File: src/tcc_map.vh
// Register map, field positions, reset values and bus codes of the capture/compare channel.
`ifndef TCC_MAP_VH
`define TCC_MAP_VH

// -----------------------------------------------------------------------------
// Register byte offsets
// -----------------------------------------------------------------------------
`define TCC_ADDR_W        5
`define TCC_OFF_CTRL      5'h00
`define TCC_OFF_VAL_HIGH  5'h04
`define TCC_OFF_VAL_LOW   5'h08
`define TCC_OFF_STATUS    5'h0C
`define TCC_OFF_MASK      5'h10
`define TCC_OFF_PARTNER   5'h14
`define TCC_OFF_PIN       5'h18

// -----------------------------------------------------------------------------
// Control register fields
// -----------------------------------------------------------------------------
`define TCC_CTRL_W        6
`define TCC_BIT_ELS_LO    0
`define TCC_BIT_ELS_HI    1
`define TCC_BIT_MS_UNBUF  2
`define TCC_BIT_MS_BUF    3
`define TCC_BIT_TOV       4
`define TCC_BIT_MAX       5
`define TCC_CTRL_RESET    6'h00

// -----------------------------------------------------------------------------
// Edge/level select encodings
// -----------------------------------------------------------------------------
`define TCC_ELS_NONE      2'h0
`define TCC_ELS_RISE      2'h1
`define TCC_ELS_FALL      2'h2
`define TCC_ELS_BOTH      2'h3

// -----------------------------------------------------------------------------
// Status and mask fields
// -----------------------------------------------------------------------------
`define TCC_EVT_W         2
`define TCC_BIT_CHAN_EVT  0
`define TCC_BIT_WRAP_EVT  1
`define TCC_EVT_RESET     2'h0

// -----------------------------------------------------------------------------
// Pin state fields and partner register
// -----------------------------------------------------------------------------
`define TCC_BIT_PIN_LEVEL 0
`define TCC_BIT_PIN_OWNED 1
`define TCC_BIT_CAP_BLOCK 2
`define TCC_BIT_CMP_BLOCK 3
`define TCC_PARTNER_W     8
`define TCC_PARTNER_RESET 8'h00

// -----------------------------------------------------------------------------
// AXI4-Lite response codes
// -----------------------------------------------------------------------------
`define TCC_RESP_OKAY     2'h0
`define TCC_RESP_SLVERR   2'h2

`endif

File: src/pin_edge_detect.v
// Two-flop pin synchroniser with registered rising and falling edge pulses.
`timescale 1ns/1ps
`default_nettype none

module pin_edge_detect (
    input  wire aclk,       // Timer clock.
    input  wire aresetn,    // Synchronous reset, active low.
    input  wire pin_in,     // Asynchronous pin level.
    output reg  pin_sync,   // Synchronised pin level.
    output reg  rise,       // One-cycle pulse on a rising edge.
    output reg  fall        // One-cycle pulse on a falling edge.
);

    reg         stage1;     // First synchroniser flop, read only by pin_sync.
    reg         prev;       // Previous synchronised level for edge detection.

    // -------------------------------------------------------------------------
    // Synchroniser and edge detector
    // -------------------------------------------------------------------------
    // Edges come from the second stage on, so a metastable first stage never reaches them.
    always @(posedge aclk) begin
        if (!aresetn) begin
            stage1   <= 1'b0;
            pin_sync <= 1'b0;
            prev     <= 1'b0;
            rise     <= 1'b0;
            fall     <= 1'b0;
        end else begin
            stage1   <= pin_in;
            pin_sync <= stage1;
            prev     <= pin_sync;
            rise     <= pin_sync & ~prev;
            fall     <= ~pin_sync & prev;
        end
    end

endmodule

`default_nettype wire

File: src/timer_channel_capture_compare.v
// Timer channel: input capture, output compare/PWM, preset and AXI4-Lite registers.
//
// Added by the designer: the AXI4-Lite slave port and the placing of the registers.
`timescale 1ns/1ps
`default_nettype none
`include "tcc_map.vh"

module timer_channel_capture_compare (
    input  wire        aclk,                 // Timer clock, 50 MHz.
    input  wire        aresetn,              // Synchronous reset, active low.
    input  wire [15:0] counter_value,        // Shared free-running counter.
    input  wire        counter_wrap,         // One-cycle counter overflow pulse.
    input  wire        channel_pin_in,       // Pin level as seen at the pad.
    output reg         channel_pin_out,      // Level driven onto the pin.
    output reg         channel_pin_oe_n,     // Low while the channel drives the pin.
    output reg  [7:0]  partner_channel_ctrl, // Partner control as seen by the timer.
    output reg         partner_pin_release,  // High when partner pin returns to port.
    output reg         irq,                  // Level interrupt, unmasked status set.
    input  wire [4:0]  s_axi_awaddr,         // Write address.
    input  wire        s_axi_awvalid,        // Write address valid.
    output reg         s_axi_awready,        // Write address ready.
    input  wire [31:0] s_axi_wdata,          // Write data.
    input  wire [3:0]  s_axi_wstrb,          // Write byte strobes.
    input  wire        s_axi_wvalid,         // Write data valid.
    output reg         s_axi_wready,         // Write data ready.
    output reg  [1:0]  s_axi_bresp,          // Write response.
    output reg         s_axi_bvalid,         // Write response valid.
    input  wire        s_axi_bready,         // Write response ready.
    input  wire [4:0]  s_axi_araddr,         // Read address.
    input  wire        s_axi_arvalid,        // Read address valid.
    output reg         s_axi_arready,        // Read address ready.
    output reg  [31:0] s_axi_rdata,          // Read data.
    output reg  [1:0]  s_axi_rresp,          // Read response.
    output reg         s_axi_rvalid,         // Read data valid.
    input  wire        s_axi_rready          // Read data ready.
);

    // -------------------------------------------------------------------------
    // Functions
    // -------------------------------------------------------------------------
    // True when an offset names one of the mapped registers.
    function is_mapped;
        input [4:0] addr;
        begin
            is_mapped = (addr == `TCC_OFF_CTRL) || (addr == `TCC_OFF_VAL_HIGH) ||
                        (addr == `TCC_OFF_VAL_LOW) || (addr == `TCC_OFF_STATUS) ||
                        (addr == `TCC_OFF_MASK) || (addr == `TCC_OFF_PARTNER) ||
                        (addr == `TCC_OFF_PIN);
        end
    endfunction

    // -------------------------------------------------------------------------
    // State
    // -------------------------------------------------------------------------
    reg  [5:0]  ctrl;          // Channel control bits.
    reg  [15:0] chan_value;    // Channel value register, not reset.
    reg  [15:0] active_cmp;    // Compare value in use this period.
    reg  [1:0]  status;        // Sticky event bits.
    reg  [1:0]  mask;          // Interrupt enables.
    reg  [7:0]  partner_reg;   // Stored partner control byte.
    reg         cap_block;     // Captures held off after a high-byte read.
    reg         cmp_block;     // Compares held off after a high-byte write.
    reg         full_duty;     // Full-duty request latched at a period start.
    reg         aw_got;        // Write address held.
    reg         w_got;         // Write data held.
    reg  [4:0]  aw_addr;       // Held write address.
    reg  [7:0]  w_byte;        // Held write data, low lane.
    reg         w_lane;        // Held low-lane strobe.

    // -------------------------------------------------------------------------
    // Decoded control
    // -------------------------------------------------------------------------
    wire [1:0]  els       = {ctrl[`TCC_BIT_ELS_HI], ctrl[`TCC_BIT_ELS_LO]};
    wire        ms_unbuf  = ctrl[`TCC_BIT_MS_UNBUF];
    wire        ms_buf    = ctrl[`TCC_BIT_MS_BUF];
    wire        tov       = ctrl[`TCC_BIT_TOV];
    wire        cmp_mode  = ms_unbuf | ms_buf;
    wire        cap_mode  = ~cmp_mode & (els != `TCC_ELS_NONE);
    wire        pin_owned = (els != `TCC_ELS_NONE);
    wire        pin_rise;
    wire        pin_fall;

    // Synchronised pin edges.
    pin_edge_detect u_pin_edge (
        .aclk     (aclk),
        .aresetn  (aresetn),
        .pin_in   (channel_pin_in),
        .pin_sync (),
        .rise     (pin_rise),
        .fall     (pin_fall)
    );

    // Selected capture edge.
    wire        cap_edge  = cap_mode &
                            (((els == `TCC_ELS_RISE) & pin_rise) |
                             ((els == `TCC_ELS_FALL) & pin_fall) |
                             ((els == `TCC_ELS_BOTH) & (pin_rise | pin_fall)));
    wire        do_capture = cap_edge & ~cap_block;
    wire        cmp_match  = cmp_mode & ~cmp_block &
                             (counter_value == active_cmp);
    wire        wrap_act   = cmp_mode & tov & counter_wrap;

    reg         next_aw_got;   // Write address held next cycle.
    reg         next_w_got;    // Write data held next cycle.
    reg         next_bvalid;   // Write response pending next cycle.
    reg         next_rvalid;   // Read data pending next cycle.
    reg         do_write;      // Commit the held write this cycle.
    reg         do_read;       // Take a read address this cycle.

    // A write commits once both halves are held; channels stall while a response waits.
    always @* begin
        do_write    = aw_got & w_got & ~s_axi_bvalid;
        do_read     = s_axi_arvalid & s_axi_arready;
        next_aw_got = (aw_got | (s_axi_awvalid & s_axi_awready)) & ~do_write;
        next_w_got  = (w_got | (s_axi_wvalid & s_axi_wready)) & ~do_write;
        next_bvalid = do_write | (s_axi_bvalid & ~s_axi_bready);
        next_rvalid = do_read | (s_axi_rvalid & ~s_axi_rready);
    end

    // Write strobes for each writable register; read strobes only for the two value bytes, with side effects.
    wire        wr_ctrl  = do_write & w_lane & (aw_addr == `TCC_OFF_CTRL);
    wire        wr_high  = do_write & w_lane & (aw_addr == `TCC_OFF_VAL_HIGH);
    wire        wr_low   = do_write & w_lane & (aw_addr == `TCC_OFF_VAL_LOW);
    wire        wr_stat  = do_write & w_lane & (aw_addr == `TCC_OFF_STATUS);
    wire        wr_mask  = do_write & w_lane & (aw_addr == `TCC_OFF_MASK);
    wire        wr_part  = do_write & w_lane & (aw_addr == `TCC_OFF_PARTNER);
    wire        rd_high  = do_read & (s_axi_araddr == `TCC_OFF_VAL_HIGH);
    wire        rd_low   = do_read & (s_axi_araddr == `TCC_OFF_VAL_LOW);

    // -------------------------------------------------------------------------
    // AXI4-Lite slave
    // -------------------------------------------------------------------------
    // Registered readies cost an idle cycle between transfers but keep outputs on flops.
    always @(posedge aclk) begin
        if (!aresetn) begin
            aw_got        <= 1'b0;
            w_got         <= 1'b0;
            aw_addr       <= 5'h00;
            w_byte        <= 8'h00;
            w_lane        <= 1'b0;
            s_axi_awready <= 1'b0;
            s_axi_wready  <= 1'b0;
            s_axi_bvalid  <= 1'b0;
            s_axi_bresp   <= `TCC_RESP_OKAY;
            s_axi_arready <= 1'b0;
            s_axi_rvalid  <= 1'b0;
            s_axi_rresp   <= `TCC_RESP_OKAY;
            s_axi_rdata   <= 32'h00000000;
        end else begin
            aw_got        <= next_aw_got;
            w_got         <= next_w_got;
            s_axi_awready <= ~next_aw_got & ~next_bvalid & ~(s_axi_awvalid & s_axi_awready);
            s_axi_wready  <= ~next_w_got & ~next_bvalid & ~(s_axi_wvalid & s_axi_wready);
            s_axi_bvalid  <= next_bvalid;
            s_axi_rvalid  <= next_rvalid;
            s_axi_arready <= ~next_rvalid & ~do_read;
            if (s_axi_awvalid && s_axi_awready) begin
                aw_addr <= s_axi_awaddr;
            end
            if (s_axi_wvalid && s_axi_wready) begin
                w_byte <= s_axi_wdata[7:0];
                w_lane <= s_axi_wstrb[0];
            end
            if (do_write) begin
                // Unmapped offsets are refused with SLVERR and change nothing.
                s_axi_bresp <= is_mapped(aw_addr) ? `TCC_RESP_OKAY : `TCC_RESP_SLVERR;
            end
            if (do_read) begin
                s_axi_rresp <= is_mapped(s_axi_araddr) ? `TCC_RESP_OKAY : `TCC_RESP_SLVERR;
                case (s_axi_araddr)
                    `TCC_OFF_CTRL: begin
                        s_axi_rdata <= {26'h0000000, ctrl};
                    end
                    `TCC_OFF_VAL_HIGH: begin
                        s_axi_rdata <= {24'h000000, chan_value[15:8]};
                    end
                    `TCC_OFF_VAL_LOW: begin
                        s_axi_rdata <= {24'h000000, chan_value[7:0]};
                    end
                    `TCC_OFF_STATUS: begin
                        s_axi_rdata <= {30'h00000000, status};
                    end
                    `TCC_OFF_MASK: begin
                        s_axi_rdata <= {30'h00000000, mask};
                    end
                    `TCC_OFF_PARTNER: begin
                        s_axi_rdata <= {24'h000000, partner_reg};
                    end
                    `TCC_OFF_PIN: begin
                        s_axi_rdata <= {28'h0000000, cmp_block, cap_block,
                                        ~channel_pin_oe_n, channel_pin_out};
                    end
                    default: begin
                        s_axi_rdata <= 32'h00000000;
                    end
                endcase
            end
        end
    end

    // -------------------------------------------------------------------------
    // Control, mask, partner and interrupt status
    // -------------------------------------------------------------------------
    // A hardware event in the same cycle as a write-one clear keeps its bit.
    always @(posedge aclk) begin
        if (!aresetn) begin
            ctrl        <= `TCC_CTRL_RESET;
            mask        <= `TCC_EVT_RESET;
            status      <= `TCC_EVT_RESET;
            partner_reg <= `TCC_PARTNER_RESET;
        end else begin
            if (wr_ctrl) begin
                ctrl <= w_byte[5:0];
            end
            if (wr_mask) begin
                mask <= w_byte[1:0];
            end
            if (wr_part) begin
                partner_reg <= w_byte;
            end
            // Capture or match sets the flag; software clears it.
            status[`TCC_BIT_CHAN_EVT] <= (status[`TCC_BIT_CHAN_EVT] &
                                          ~(wr_stat & w_byte[`TCC_BIT_CHAN_EVT])) |
                                         do_capture | cmp_match;
            status[`TCC_BIT_WRAP_EVT] <= (status[`TCC_BIT_WRAP_EVT] &
                                          ~(wr_stat & w_byte[`TCC_BIT_WRAP_EVT])) |
                                         counter_wrap;
        end
    end

    // -------------------------------------------------------------------------
    // Channel value, coherency locks and compare buffer
    // -------------------------------------------------------------------------
    // No reset here: the value is undefined until a capture or a write fills it.
    always @(posedge aclk) begin
        if (do_capture) begin
            chan_value <= counter_value;
        end else if (wr_high) begin
            chan_value[15:8] <= w_byte;
        end else if (wr_low) begin
            chan_value[7:0] <= w_byte;
        end
        // Buffered compares reload at a wrap so a mid-period write cannot glitch the pulse.
        if (!ms_buf || counter_wrap) begin
            active_cmp <= chan_value;
        end
    end

    // High-byte access arms a lock that the matching low-byte access drops.
    always @(posedge aclk) begin
        if (!aresetn) begin
            cap_block <= 1'b0;
            cmp_block <= 1'b0;
        end else begin
            if (!cap_mode || rd_low) begin
                cap_block <= 1'b0;
            end else if (rd_high) begin
                cap_block <= 1'b1;
            end
            if (!cmp_mode || wr_low) begin
                cmp_block <= 1'b0;
            end else if (wr_high) begin
                cmp_block <= 1'b1;
            end
        end
    end

    // -------------------------------------------------------------------------
    // Pin output logic
    // -------------------------------------------------------------------------
    // Full duty is sampled only at a wrap, so a change lands on the next period.
    always @(posedge aclk) begin
        if (!aresetn) begin
            full_duty        <= 1'b0;
            channel_pin_out  <= 1'b1;
            channel_pin_oe_n <= 1'b1;
        end else begin
            if (counter_wrap) begin
                full_duty <= ctrl[`TCC_BIT_MAX] & tov;
            end
            channel_pin_oe_n <= ~(pin_owned & cmp_mode);
            if (!pin_owned) begin
                channel_pin_out <= ~ms_unbuf;
            end else if (wrap_act) begin
                // Overflow wins over a compare in the same cycle.
                if (full_duty || (ctrl[`TCC_BIT_MAX] && tov)) begin
                    channel_pin_out <= 1'b1;
                end else begin
                    channel_pin_out <= ~channel_pin_out;
                end
            end else if (cmp_match && !(full_duty && tov)) begin
                case (els)
                    `TCC_ELS_RISE: begin
                        channel_pin_out <= ~channel_pin_out;
                    end
                    `TCC_ELS_FALL: begin
                        channel_pin_out <= 1'b0;
                    end
                    `TCC_ELS_BOTH: begin
                        channel_pin_out <= 1'b1;
                    end
                    default: begin
                        channel_pin_out <= channel_pin_out;
                    end
                endcase
            end
        end
    end

    // Partner view and interrupt output, each one cycle behind its source.
    always @(posedge aclk) begin
        if (!aresetn) begin
            partner_channel_ctrl <= `TCC_PARTNER_RESET;
            partner_pin_release  <= 1'b0;
            irq                  <= 1'b0;
        end else begin
            partner_channel_ctrl <= ms_buf ? `TCC_PARTNER_RESET : partner_reg;
            partner_pin_release  <= ms_buf;
            irq                  <= |(status & mask);
        end
    end

endmodule

`default_nettype wire

File: config.mk
export PLATFORM = sky130hd
export DESIGN_NAME = timer_channel_capture_compare
export DESIGN_NICKNAME = d
export VERILOG_FILES = /design/src/pin_edge_detect.v /design/src/timer_channel_capture_compare.v
export VERILOG_INCLUDE_DIRS = /design/src
export SDC_FILE = /design/constraint.sdc
export NUM_CORES = 1
export LEC_CHECK = 0
export ABC_CLOCK_PERIOD_IN_PS = 3600
export BUFFER_PORTS_ARGS = -buffer_cell sky130_fd_sc_hd__clkbuf_2
export CAP_MARGIN = 10
export CORE_MARGIN = 2
export CORE_UTILIZATION = 40
export DETAILED_ROUTE_END_ITERATION = 8
export GPL_ROUTABILITY_DRIVEN = 0
export PLACE_DENSITY = 0.61
export SLEW_MARGIN = 20
export SYNTH_ARGS = -nofsm -noshare
export SYNTH_HDL_FRONTEND = slang
export SYNTH_SLANG_ARGS = --single-unit
File: constraint.sdc
create_clock -name aclk -period 3.6 [get_ports aclk]
set_clock_uncertainty 0.05 [all_clocks]
set_input_delay 0 -clock aclk [delete_from_list [all_inputs] [get_ports aclk]]
set_output_delay 0 -clock aclk [all_outputs]
set_load 0.02 [all_outputs]
After elaboration in Yosys (flattened, before gate mapping)
Cells that the tools add are included.
{"block": "word_totals", "regBits": 127, "latchBits": 0, "ram_bits": 0, "mem_bits_ro": 0, "input_bits": 71, "output_inout_bits": 53, "mem_count": 0}
{"block": "classes", "add_sub_neg": 0, "mul": 0, "n_div": 0, "magnitude_cmp": 0, "eq_ne": 19, "shift": 0, "muxes": 12, "bitwise_logic": 76, "reduce_logical": 36}
{"operator": "8-bit one-hot mux with 7 select lines", "count": 1}
{"operator": "1-bit bitwise AND", "count": 41}
{"operator": "5-bit equality test, second input constant", "count": 6}
{"operator": "8-bit 2-to-1 mux", "count": 3}
{"operator": "1-bit inverter", "count": 23}
{"operator": "5-bit by 4-bit equality test with 1-bit output, second input constant", "count": 4}
{"operator": "16-bit equality test", "count": 1}
{"operator": "1-bit logical OR", "count": 16}
{"operator": "16-bit 2-to-1 mux", "count": 1}
{"operator": "1-bit bitwise OR", "count": 11}
{"operator": "5-bit by 3-bit equality test with 1-bit output, second input constant", "count": 2}
{"operator": "5-bit logical NOT", "count": 2}
{"operator": "2-bit OR reduction", "count": 4}
{"operator": "2-bit nonzero test", "count": 3}
{"operator": "1-bit logical AND", "count": 5}
{"operator": "5-bit by 1-bit != test with 1-bit output, second input constant", "count": 1}
{"operator": "2-bit equality test, second input constant", "count": 2}
{"operator": "1-bit logical NOT", "count": 4}
{"operator": "1-bit 2-to-1 mux", "count": 4}
{"operator": "2-bit 2-to-1 mux", "count": 2}
{"operator": "2-bit AND reduction", "count": 2}
{"operator": "3-bit by 1-bit != test with 1-bit output, second input constant", "count": 1}
{"operator": "1-bit one-hot mux with 3 select lines", "count": 1}
{"operator": "2-bit bitwise AND", "count": 1}
{"operator": "other kinds (2)", "count": 2}

Logic depth before layout (Yosys ltp)
Gate-level depths: netlist of run 1.
{"block": "logic_depth", "depth_word": 9, "depth_mapped": 6, "depth_no_buf": 6}

Hierarchy
A second synthesis of run 1 with hierarchy kept.
{"block": "unflattened", "cells_unflattened": 408, "hier_area_um2": 4501.8}
{"module": "timer_channel_capture_compare", "n_inst": 1, "cells_each": 398, "area_each_um2": 4361.7}
{"module": "pin_edge_detect", "n_inst": 1, "cells_each": 10, "area_each_um2": 140.1}

Least setup slack after synthesis of run 1
OpenSTA, ideal clock, no wires.
{"block": "synth_path", "kind": "flip-flop to flip-flop", "start": "register ctrl[1]", "end": "register chan_value[10], enable pin", "setup_ns": 0.334, "t_arrival_ns": 1.831, "required_time_ns": 3.216, "path_slack_ns": 1.384, "stages_incl_launch_ff": 6, "cell_sequence": "dfxtp_1 > ha_1 > o21ai_0 > a2111oi_4 > buf_6 > nand2b_1"}
{"block": "synth_between", "elab_chain_cells": 7, "elab_cells_between_ends": 13, "classes_between": "eq/ne (3); bitwise (8); reduce/logical (2)"}
{"element": "start, declared", "line": "timer_channel_capture_compare.v:55", "rtl": "reg [5:0] ctrl;"}
{"element": "start signal, assigned", "line": "timer_channel_capture_compare.v:207", "rtl": "ctrl <= `TCC_CTRL_RESET;"}
{"element": "start signal, assigned", "line": "timer_channel_capture_compare.v:213", "rtl": "ctrl <= w_byte[5:0];"}
{"element": "2-bit by 1-bit equality test with 1-bit output / 2-bit equality test (equally long branches)"}
{"element": "1-bit bitwise AND (on tied branches)", "line": "timer_channel_capture_compare.v:95, timer_channel_capture_compare.v:96"}
{"element": "1-bit bitwise OR (2 in a row)", "line": "timer_channel_capture_compare.v:95", "rtl": "(((els == `TCC_ELS_RISE) & pin_rise) |"}
{"element": "1-bit bitwise AND *", "line": "timer_channel_capture_compare.v:94", "rtl": "wire cap_edge = cap_mode &"}
{"element": "1-bit bitwise AND *", "line": "timer_channel_capture_compare.v:98", "rtl": "wire do_capture = cap_edge & ~cap_block;"}
{"element": "2-bit nonzero test (no source line) *"}
{"element": "end signal, assigned", "line": "timer_channel_capture_compare.v:237", "rtl": "chan_value <= counter_value;"}
{"element": "end signal, assigned", "line": "timer_channel_capture_compare.v:239", "rtl": "chan_value[15:8] <= w_byte;"}
{"element": "end, declared", "line": "timer_channel_capture_compare.v:56", "rtl": "reg [15:0] chan_value;"}
Mark *: on every way between the ends. The rest lies on a longest branch, timed or not.
A chain may end at the register's enable or synchronous reset.

Worst setup path in the final report of run 1
{"block": "layout_path", "start": "register ctrl[0]", "end": "register chan_value[11] (data pin)"}
{"block": "layout_between", "elab_chain_cells": 7, "elab_cells_between_ends": 13, "classes_between": "eq/ne (3); mux (1); bitwise (8); reduce/logical (1)"}
{"element": "2-bit by 1-bit equality test with 1-bit output / 2-bit equality test (equally long branches)"}
{"element": "1-bit bitwise AND (on tied branches)", "line": "timer_channel_capture_compare.v:95, timer_channel_capture_compare.v:96"}
{"element": "1-bit bitwise OR (2 in a row)", "line": "timer_channel_capture_compare.v:95"}
{"element": "1-bit bitwise AND *", "line": "timer_channel_capture_compare.v:94"}
{"element": "1-bit bitwise AND *", "line": "timer_channel_capture_compare.v:98"}
{"element": "16-bit 2-to-1 mux *", "line": "timer_channel_capture_compare.v:236", "rtl": "if (do_capture) begin"}
Marked as above.

==> flow_metrics.tcl, run 1 <==
set metrics [dict create \
    status "finished, final reports clean" \
    viasPerCell 4.96 \
    dr.pass1.iters 4 \
    leakage_nw 2.11 \
    dp_hpwl_um 7360 \
    drive_gt1_frac 0.212 \
    fin_ws_ps 886 \
    place_area_mm2 0.00487 \
    drtAntennaViolNets 0 \
    root_buffer "clkbuf_16" \
    die_h_um 110 \
    drc 0 \
    place_ws_ps 958 \
    required_ps 3640 \
    critical_path_class "reg -> reg" \
    cts_buffers 9 \
    final_common_cell "clkbuf_2" \
    top_regs "active_cmp (16), chan_value (16)" \
    gr-usage-all-layers 0.179 \
    drv_slew 0 \
    wl_per_cell_um 15.9 \
    clkSinkCount 101 \
    syn_to_final_growth_pct 23.6 \
    fin_crit_sh 0.754 \
    setup_tns_ps 0 \
    tritoncts "yes" \
    worstSetupEndpointType "register" \
    multi_input_area_mm2 0.00198 \
    fin_nets 590 \
    peakVddDrop_mv 0.320 \
    final_util 0.509 \
    grt_overflow 0 \
    crit_fanout 11 \
    synth_cell_type_count 53 \
    ys_seq_area_frac 0.520 \
    regArea_mm2 0.00234 \
    min_period_ps 2710 \
    dieArea_mm2 0.0121 \
    avgSynthCellArea_um2 11.0 \
    arrival_ps 2760 \
    tightest_slew_ps 1010 \
    routed_wirelength_um 10500 \
    diodes 0 \
    port_buffers 70 \
    synthArstFlopShare 0 \
    holdPathStages 3 \
    reg2reg_depth 5 \
    ios 124 \
    mostFrequentLayoutCells "clkbuf_2, dfxtp_1, nand2_1" \
    grt_start_max_net_pins 61 \
    fill_cells 1027 \
    rsz0062_at_grt "no" \
    rows 38 \
    grt_pass1_vias 3102 \
    clock_path_buffers 2 \
    grt_pass1_wl_um 15900 \
    p_per_area_mw_per_mm2 420 \
    relSlewSlack 0.326 \
    hold_path.class "in -> reg" \
    initial_utilization 0.412 \
    synth-seq-cells 101 \
    synth_edf_count 32 \
    die_x_um 110 \
    clock_latency_ps 340 \
    synthesis.area_mm2 0.00450 \
    core-area_mm2 0.0109 \
    worstSetupStartpointType "register" \
    ys.flop_type "dfxtp_1" \
    drt-initial-drc-count 147 \
    grt_antenna_before_repair 0 \
    maxCapViolations 0 \
    whs_ps 66.1 \
    postSynthCellCount 408 \
    final_cell_area_mm2 0.00557 \
    htree_levels 3 \
    yosys_warnings 0 \
    num_vias 3272 \
    setup_violations 0 \
    hold_viol_final 0 \
    max_freq_mhz 368 \
    clkSlewWorstSetupHoldPaths_ps 70 \
]
==> metal layers <==
layer,track usage,vias up,wire [µm]
li1,-,1609,-
met1,0.221,1546,4450
met3,0.0453,8,655
met4,0.0545,0,99
met5,0,-,0
met2,0.308,109,5270
==> Yosys cell counts (4+ instances only) <==
| cell type | instances | area, µm² |
|---|---|---|
| and3_1 | 4 | 25.0 |
| edfxtp_1 | 32 | 961 |
| dfxtp_1 | 69 | 1380 |
| ha_1 | 4 | 50.1 |
| nand2b_1 | 8 | 50.1 |
| nor2b_1 | 19 | 119 |
| and3b_1 | 4 | 35.0 |
| buf_4 | 26 | 195 |
| a21boi_0 | 25 | 188 |
| nand3_1 | 9 | 45.0 |
| nand2_1 | 44 | 165 |
| mux2_2 | 18 | 203 |
| and2_1 | 17 | 106 |
| xnor2_1 | 16 | 140 |
| o21ai_0 | 5 | 25.0 |
| nor2_1 | 11 | 41.3 |
| a21oi_1 | 7 | 35.0 |
| a22oi_1 | 9 | 67.6 |
| mux2i_1 | 18 | 180 |
| a21o_1 | 6 | 45.0 |
| inv_1 | 4 | 15.0 |
| clkbuf_1 | 11 | 41.3 |
==> per-stage QoR <==
stage | std cells | power, mW
CTS | 660 | 2.36
floorplan | 433 | 1.34
global placement | 604 | 1.38
global route | 660 | 2.43
finish | 660 | 2.34
detailed placement | 604 | 1.38
==> report_power, final <==
| group | switching (mW) | leakage [nW] | internal (mW) |
|---|---|---|---|
| clock | 0.410 | 0.138 | 0.538 |
| combinational | 0.0965 | 1.07 | 0.0851 |
| sequential | 0.0219 | 0.899 | 1.19 |
| total | 0.529 | 2.11 | 1.81 |
==> kinds of logic (layout without fill, tap and decap cells) <==
group,count (synthesis),in the layout,synth area share
AND/OR/NAND/NOR,135,135,0.165
adder cells (fa/ha/maj),4,4,0.0111
buffers and inverters,44,131,0.0603
flip-flops,101,101,0.520
AO/OA/AOI/OAI,69,69,0.116
XOR/XNOR,16,16,0.0311
other,1,26,0.000833
multiplexers,38,38,0.0950
==> worst max-delay path, cell delays in order, from the launching register on <==
cell       delay [ps]
dfxtp_1           460
ha_1              230
o21ai_0           160
a2111oi_4         880
buf_4             320
mux2_2            350
==> cell type report <==
cell class,count,area share
sequential,101,0.421
multi-input combinational,288,0.356
timing repair buffer,111,0.136
clock buffer,10,0.0411
tap,140,0.0315
clock inverter,6,0.0112
inverter,4,0.00270
==> final timing paths <==
check	from	endpoint	slack, ps
hold reg to reg	u_pin_edge.prev$_SDFF_PN0_	u_pin_edge.rise$_SDFF_PN0_	360
setup / recovery	ctrl[0]$_SDFFE_PN0P_	chan_value[11]$_DFFE_PP_	890
hold / removal	s_axi_arvalid	cap_block$_SDFFE_PP0P_	70
setup reg to reg	ctrl[0]$_SDFFE_PN0P_	chan_value[11]$_DFFE_PP_	890
==> timing repair <==
action / in CTS / in global routing
gates resized for setup: 0 / 0
hold buffers: 40 / 0
buffers inserted: 0 / 0
endpoints found under the hold margin: 39 / 0
Power figures use the tool's default switching activity.
==> run 2: changes to the inputs <==
--- a/config.mk
+++ b/config.mk
@@ -6,14 +6,15 @@
 export SDC_FILE = /design/constraint.sdc
 export NUM_CORES = 1
 export LEC_CHECK = 0
-export ABC_CLOCK_PERIOD_IN_PS = 3600
+export ABC_AREA = 1
+export ABC_CLOCK_PERIOD_IN_PS = 2350
 export BUFFER_PORTS_ARGS = -buffer_cell sky130_fd_sc_hd__clkbuf_2
 export CAP_MARGIN = 10
 export CORE_MARGIN = 2
 export CORE_UTILIZATION = 40
 export DETAILED_ROUTE_END_ITERATION = 8
 export GPL_ROUTABILITY_DRIVEN = 0
-export PLACE_DENSITY = 0.61
+export PLACE_DENSITY = 0.63
 export SLEW_MARGIN = 20
 export SYNTH_ARGS = -nofsm -noshare
 export SYNTH_HDL_FRONTEND = slang
==> constraint.sdc (replaced) <==
create_clock -name aclk -period 2.35 [get_ports aclk]
set_clock_uncertainty 0.05 [all_clocks]
set_input_delay 0 -clock aclk [delete_from_list [all_inputs] [get_ports aclk]]
set_output_delay 0 -clock aclk [all_outputs]
set_load 0.02 [all_outputs]
==> flow_metrics.tcl, run 2 <==
set metrics [dict create \
    relSlewSlack 0.528 \
    cts_resized 0 \
    power_mw 3.25 \
    die_h_um 109 \
    hold_viol_final 0 \
    maxCapViolations 0 \
    grt_overflow 0 \
    drt-initial-drc-count 193 \
    routed_wirelength_um 10500 \
    postCtsSetupBuffers 0 \
    viasPerCell 4.69 \
    final_common_cell "nand2_1" \
    core-area_mm2 0.0108 \
    avgSynthCellArea_um2 8.34 \
    fin_nets 717 \
    synth-seq-cells 101 \
    clock_latency_ps 370 \
    root_buffer "clkbuf_8" \
    grt_start_max_net_pins 41 \
    drc 0 \
    tritoncts "yes" \
    worstSetupStartpointType "register" \
    ys_seq_area_frac 0.529 \
    final_util 0.498 \
    drive_gt1_frac 0.165 \
    diodes 0 \
    synthesis.area_mm2 0.00443 \
    worstSetupEndpointType "register" \
    dieArea_mm2 0.0119 \
    max_freq_mhz 517 \
    rsz0062_at_grt "no" \
    top_regs "active_cmp (16), chan_value (16)" \
    tightest_slew_ps 707 \
    postSynthCellCount 531 \
    grt_antenna_before_repair 0 \
    clock_path_buffers 2 \
    cts_buffers 9 \
    dr.pass1.iters 4 \
    synth.top_cell.area_share 0.312 \
    leakage_nw 2.42 \
    die_x_um 109 \
    wl_per_cell_um 13.3 \
    peakVddDrop_mv 0.306 \
    arrival_ps 1900 \
    rows 38 \
    reg2reg_slack_ps 420 \
    synth_top_area_cell "dfxtp_1" \
    gr-usage-all-layers 0.187 \
    mostFrequentLayoutCells "nand2_1, clkbuf_2, dfxtp_1" \
    synth_most_common_cell "nand2_1" \
    place_inst 734 \
    yosys_warnings 0 \
    ios 124 \
    synth_cell_type_count 38 \
    grt_pass1_vias 3525 \
    syn_to_final_growth_pct 21.8 \
    fin_crit_sh 0.823 \
    status "finished, final reports clean" \
    port_buffers 70 \
    drtAntennaViolNets 0 \
    yosys-top-cells-area "dfxtp_1, edfxtp_1, nand2_1" \
    critical_path_class "reg -> reg" \
    grt_pass1_wl_um 16900 \
    synthArstFlopShare 0 \
    synth_edf_count 32 \
    ys.flop_type "dfxtp_1" \
    setup_tns_ps 0 \
    num_vias 3692 \
    initial_utilization 0.409 \
    hold_path.class "in -> reg" \
    min_period_ps 1930 \
    instances_no_fill 787 \
    crit_fanout 8 \
    dp_hpwl_um 7780 \
    required_ps 2310 \
    htree_levels 3 \
    drv_slew 0 \
    synth_common_cells "nand2_1, dfxtp_1, nor2_1, inv_1, o21ai_0" \
    clkSlewWorstSetupHoldPaths_ps 90 \
    p_per_area_mw_per_mm2 603 \
    clkSinkCount 101 \
    whs_ps 7.17 \
    setup_violations 0 \
]
## run 2: worst paths after layout
path                                    from  cells after the start                          to
setup / recovery        ctrl[1]$_SDFFE_PN0P_                      7    chan_value[15]$_DFFE_PP_
hold / removal             counter_value[11]                      3    chan_value[11]$_DFFE_PP_
setup reg to reg        ctrl[1]$_SDFFE_PN0P_                      7    chan_value[15]$_DFFE_PP_
hold reg to reg   u_pin_edge.prev$_SDFF_PN0_                      1  u_pin_edge.rise$_SDFF_PN0_
## run 2: layout make-up
cell class / count / area, µm²
fillers: 1033 / 5440
flip-flops and latches: 101 / 2340
multi-input cells: 354 / 1690
repair buffers: 111 / 751
inverters: 65 / 244
clock buffers: 13 / 180
well taps: 140 / 175
clock inverters: 3 / 17.5
## run 2: cell families after synthesis
| kind of cell | count (synthesis) | share of synthesized area |
|---|---|---|
| AO/OA/AOI/OAI | 100 | 0.123 |
| XOR/XNOR | 8 | 0.0158 |
| adder cells (fa/ha/maj) | 4 | 0.0113 |
| buffers and inverters | 101 | 0.112 |
| flip-flops | 101 | 0.529 |
| other | 1 | 0.000846 |
| AND/OR/NAND/NOR | 216 | 0.209 |
## run 2: timing repair
item	in CTS	in global routing
endpoints found under the setup margin	0	0
hold endpoints to repair	38	0
hold buffers	37	0
## run 2: critical path, cell delays in order (launching register included)
cell	delay (ps)
dfxtp_1	400
inv_1	110
ha_1	220
inv_1	100
nand2_1	80
nor2_1	140
nand2_2	130
nand2_1	360
## run 2: metal layers
metal / GRT usage / up-vias / share of wire
li1: - / 1880 / -
met1: 0.232 / 1689 / 0.45
met2: 0.316 / 98 / 0.48
met3: 0.0317 / 25 / 0.041
met4: 0.0859 / 0 / 0.029
met5: 0 / - / 0
## run 2: metrics by stage
step / area [µm²] / setup WS, ps
3_5_place_dp: 4830 / 401
5_1_grt: 5400 / 191
3_3_place_gp: 4830 / 438
4_1_cts: 5400 / 381
6_report: 5400 / 417
2_1_floorplan: 4520 / 555
## run 2: power by group
part / switching (mW) / internal, mW
Combinational: 0.189 / 0.125
Sequential: 0.0341 / 1.83
Clock: 0.574 / 0.505
Total: 0.797 / 2.46
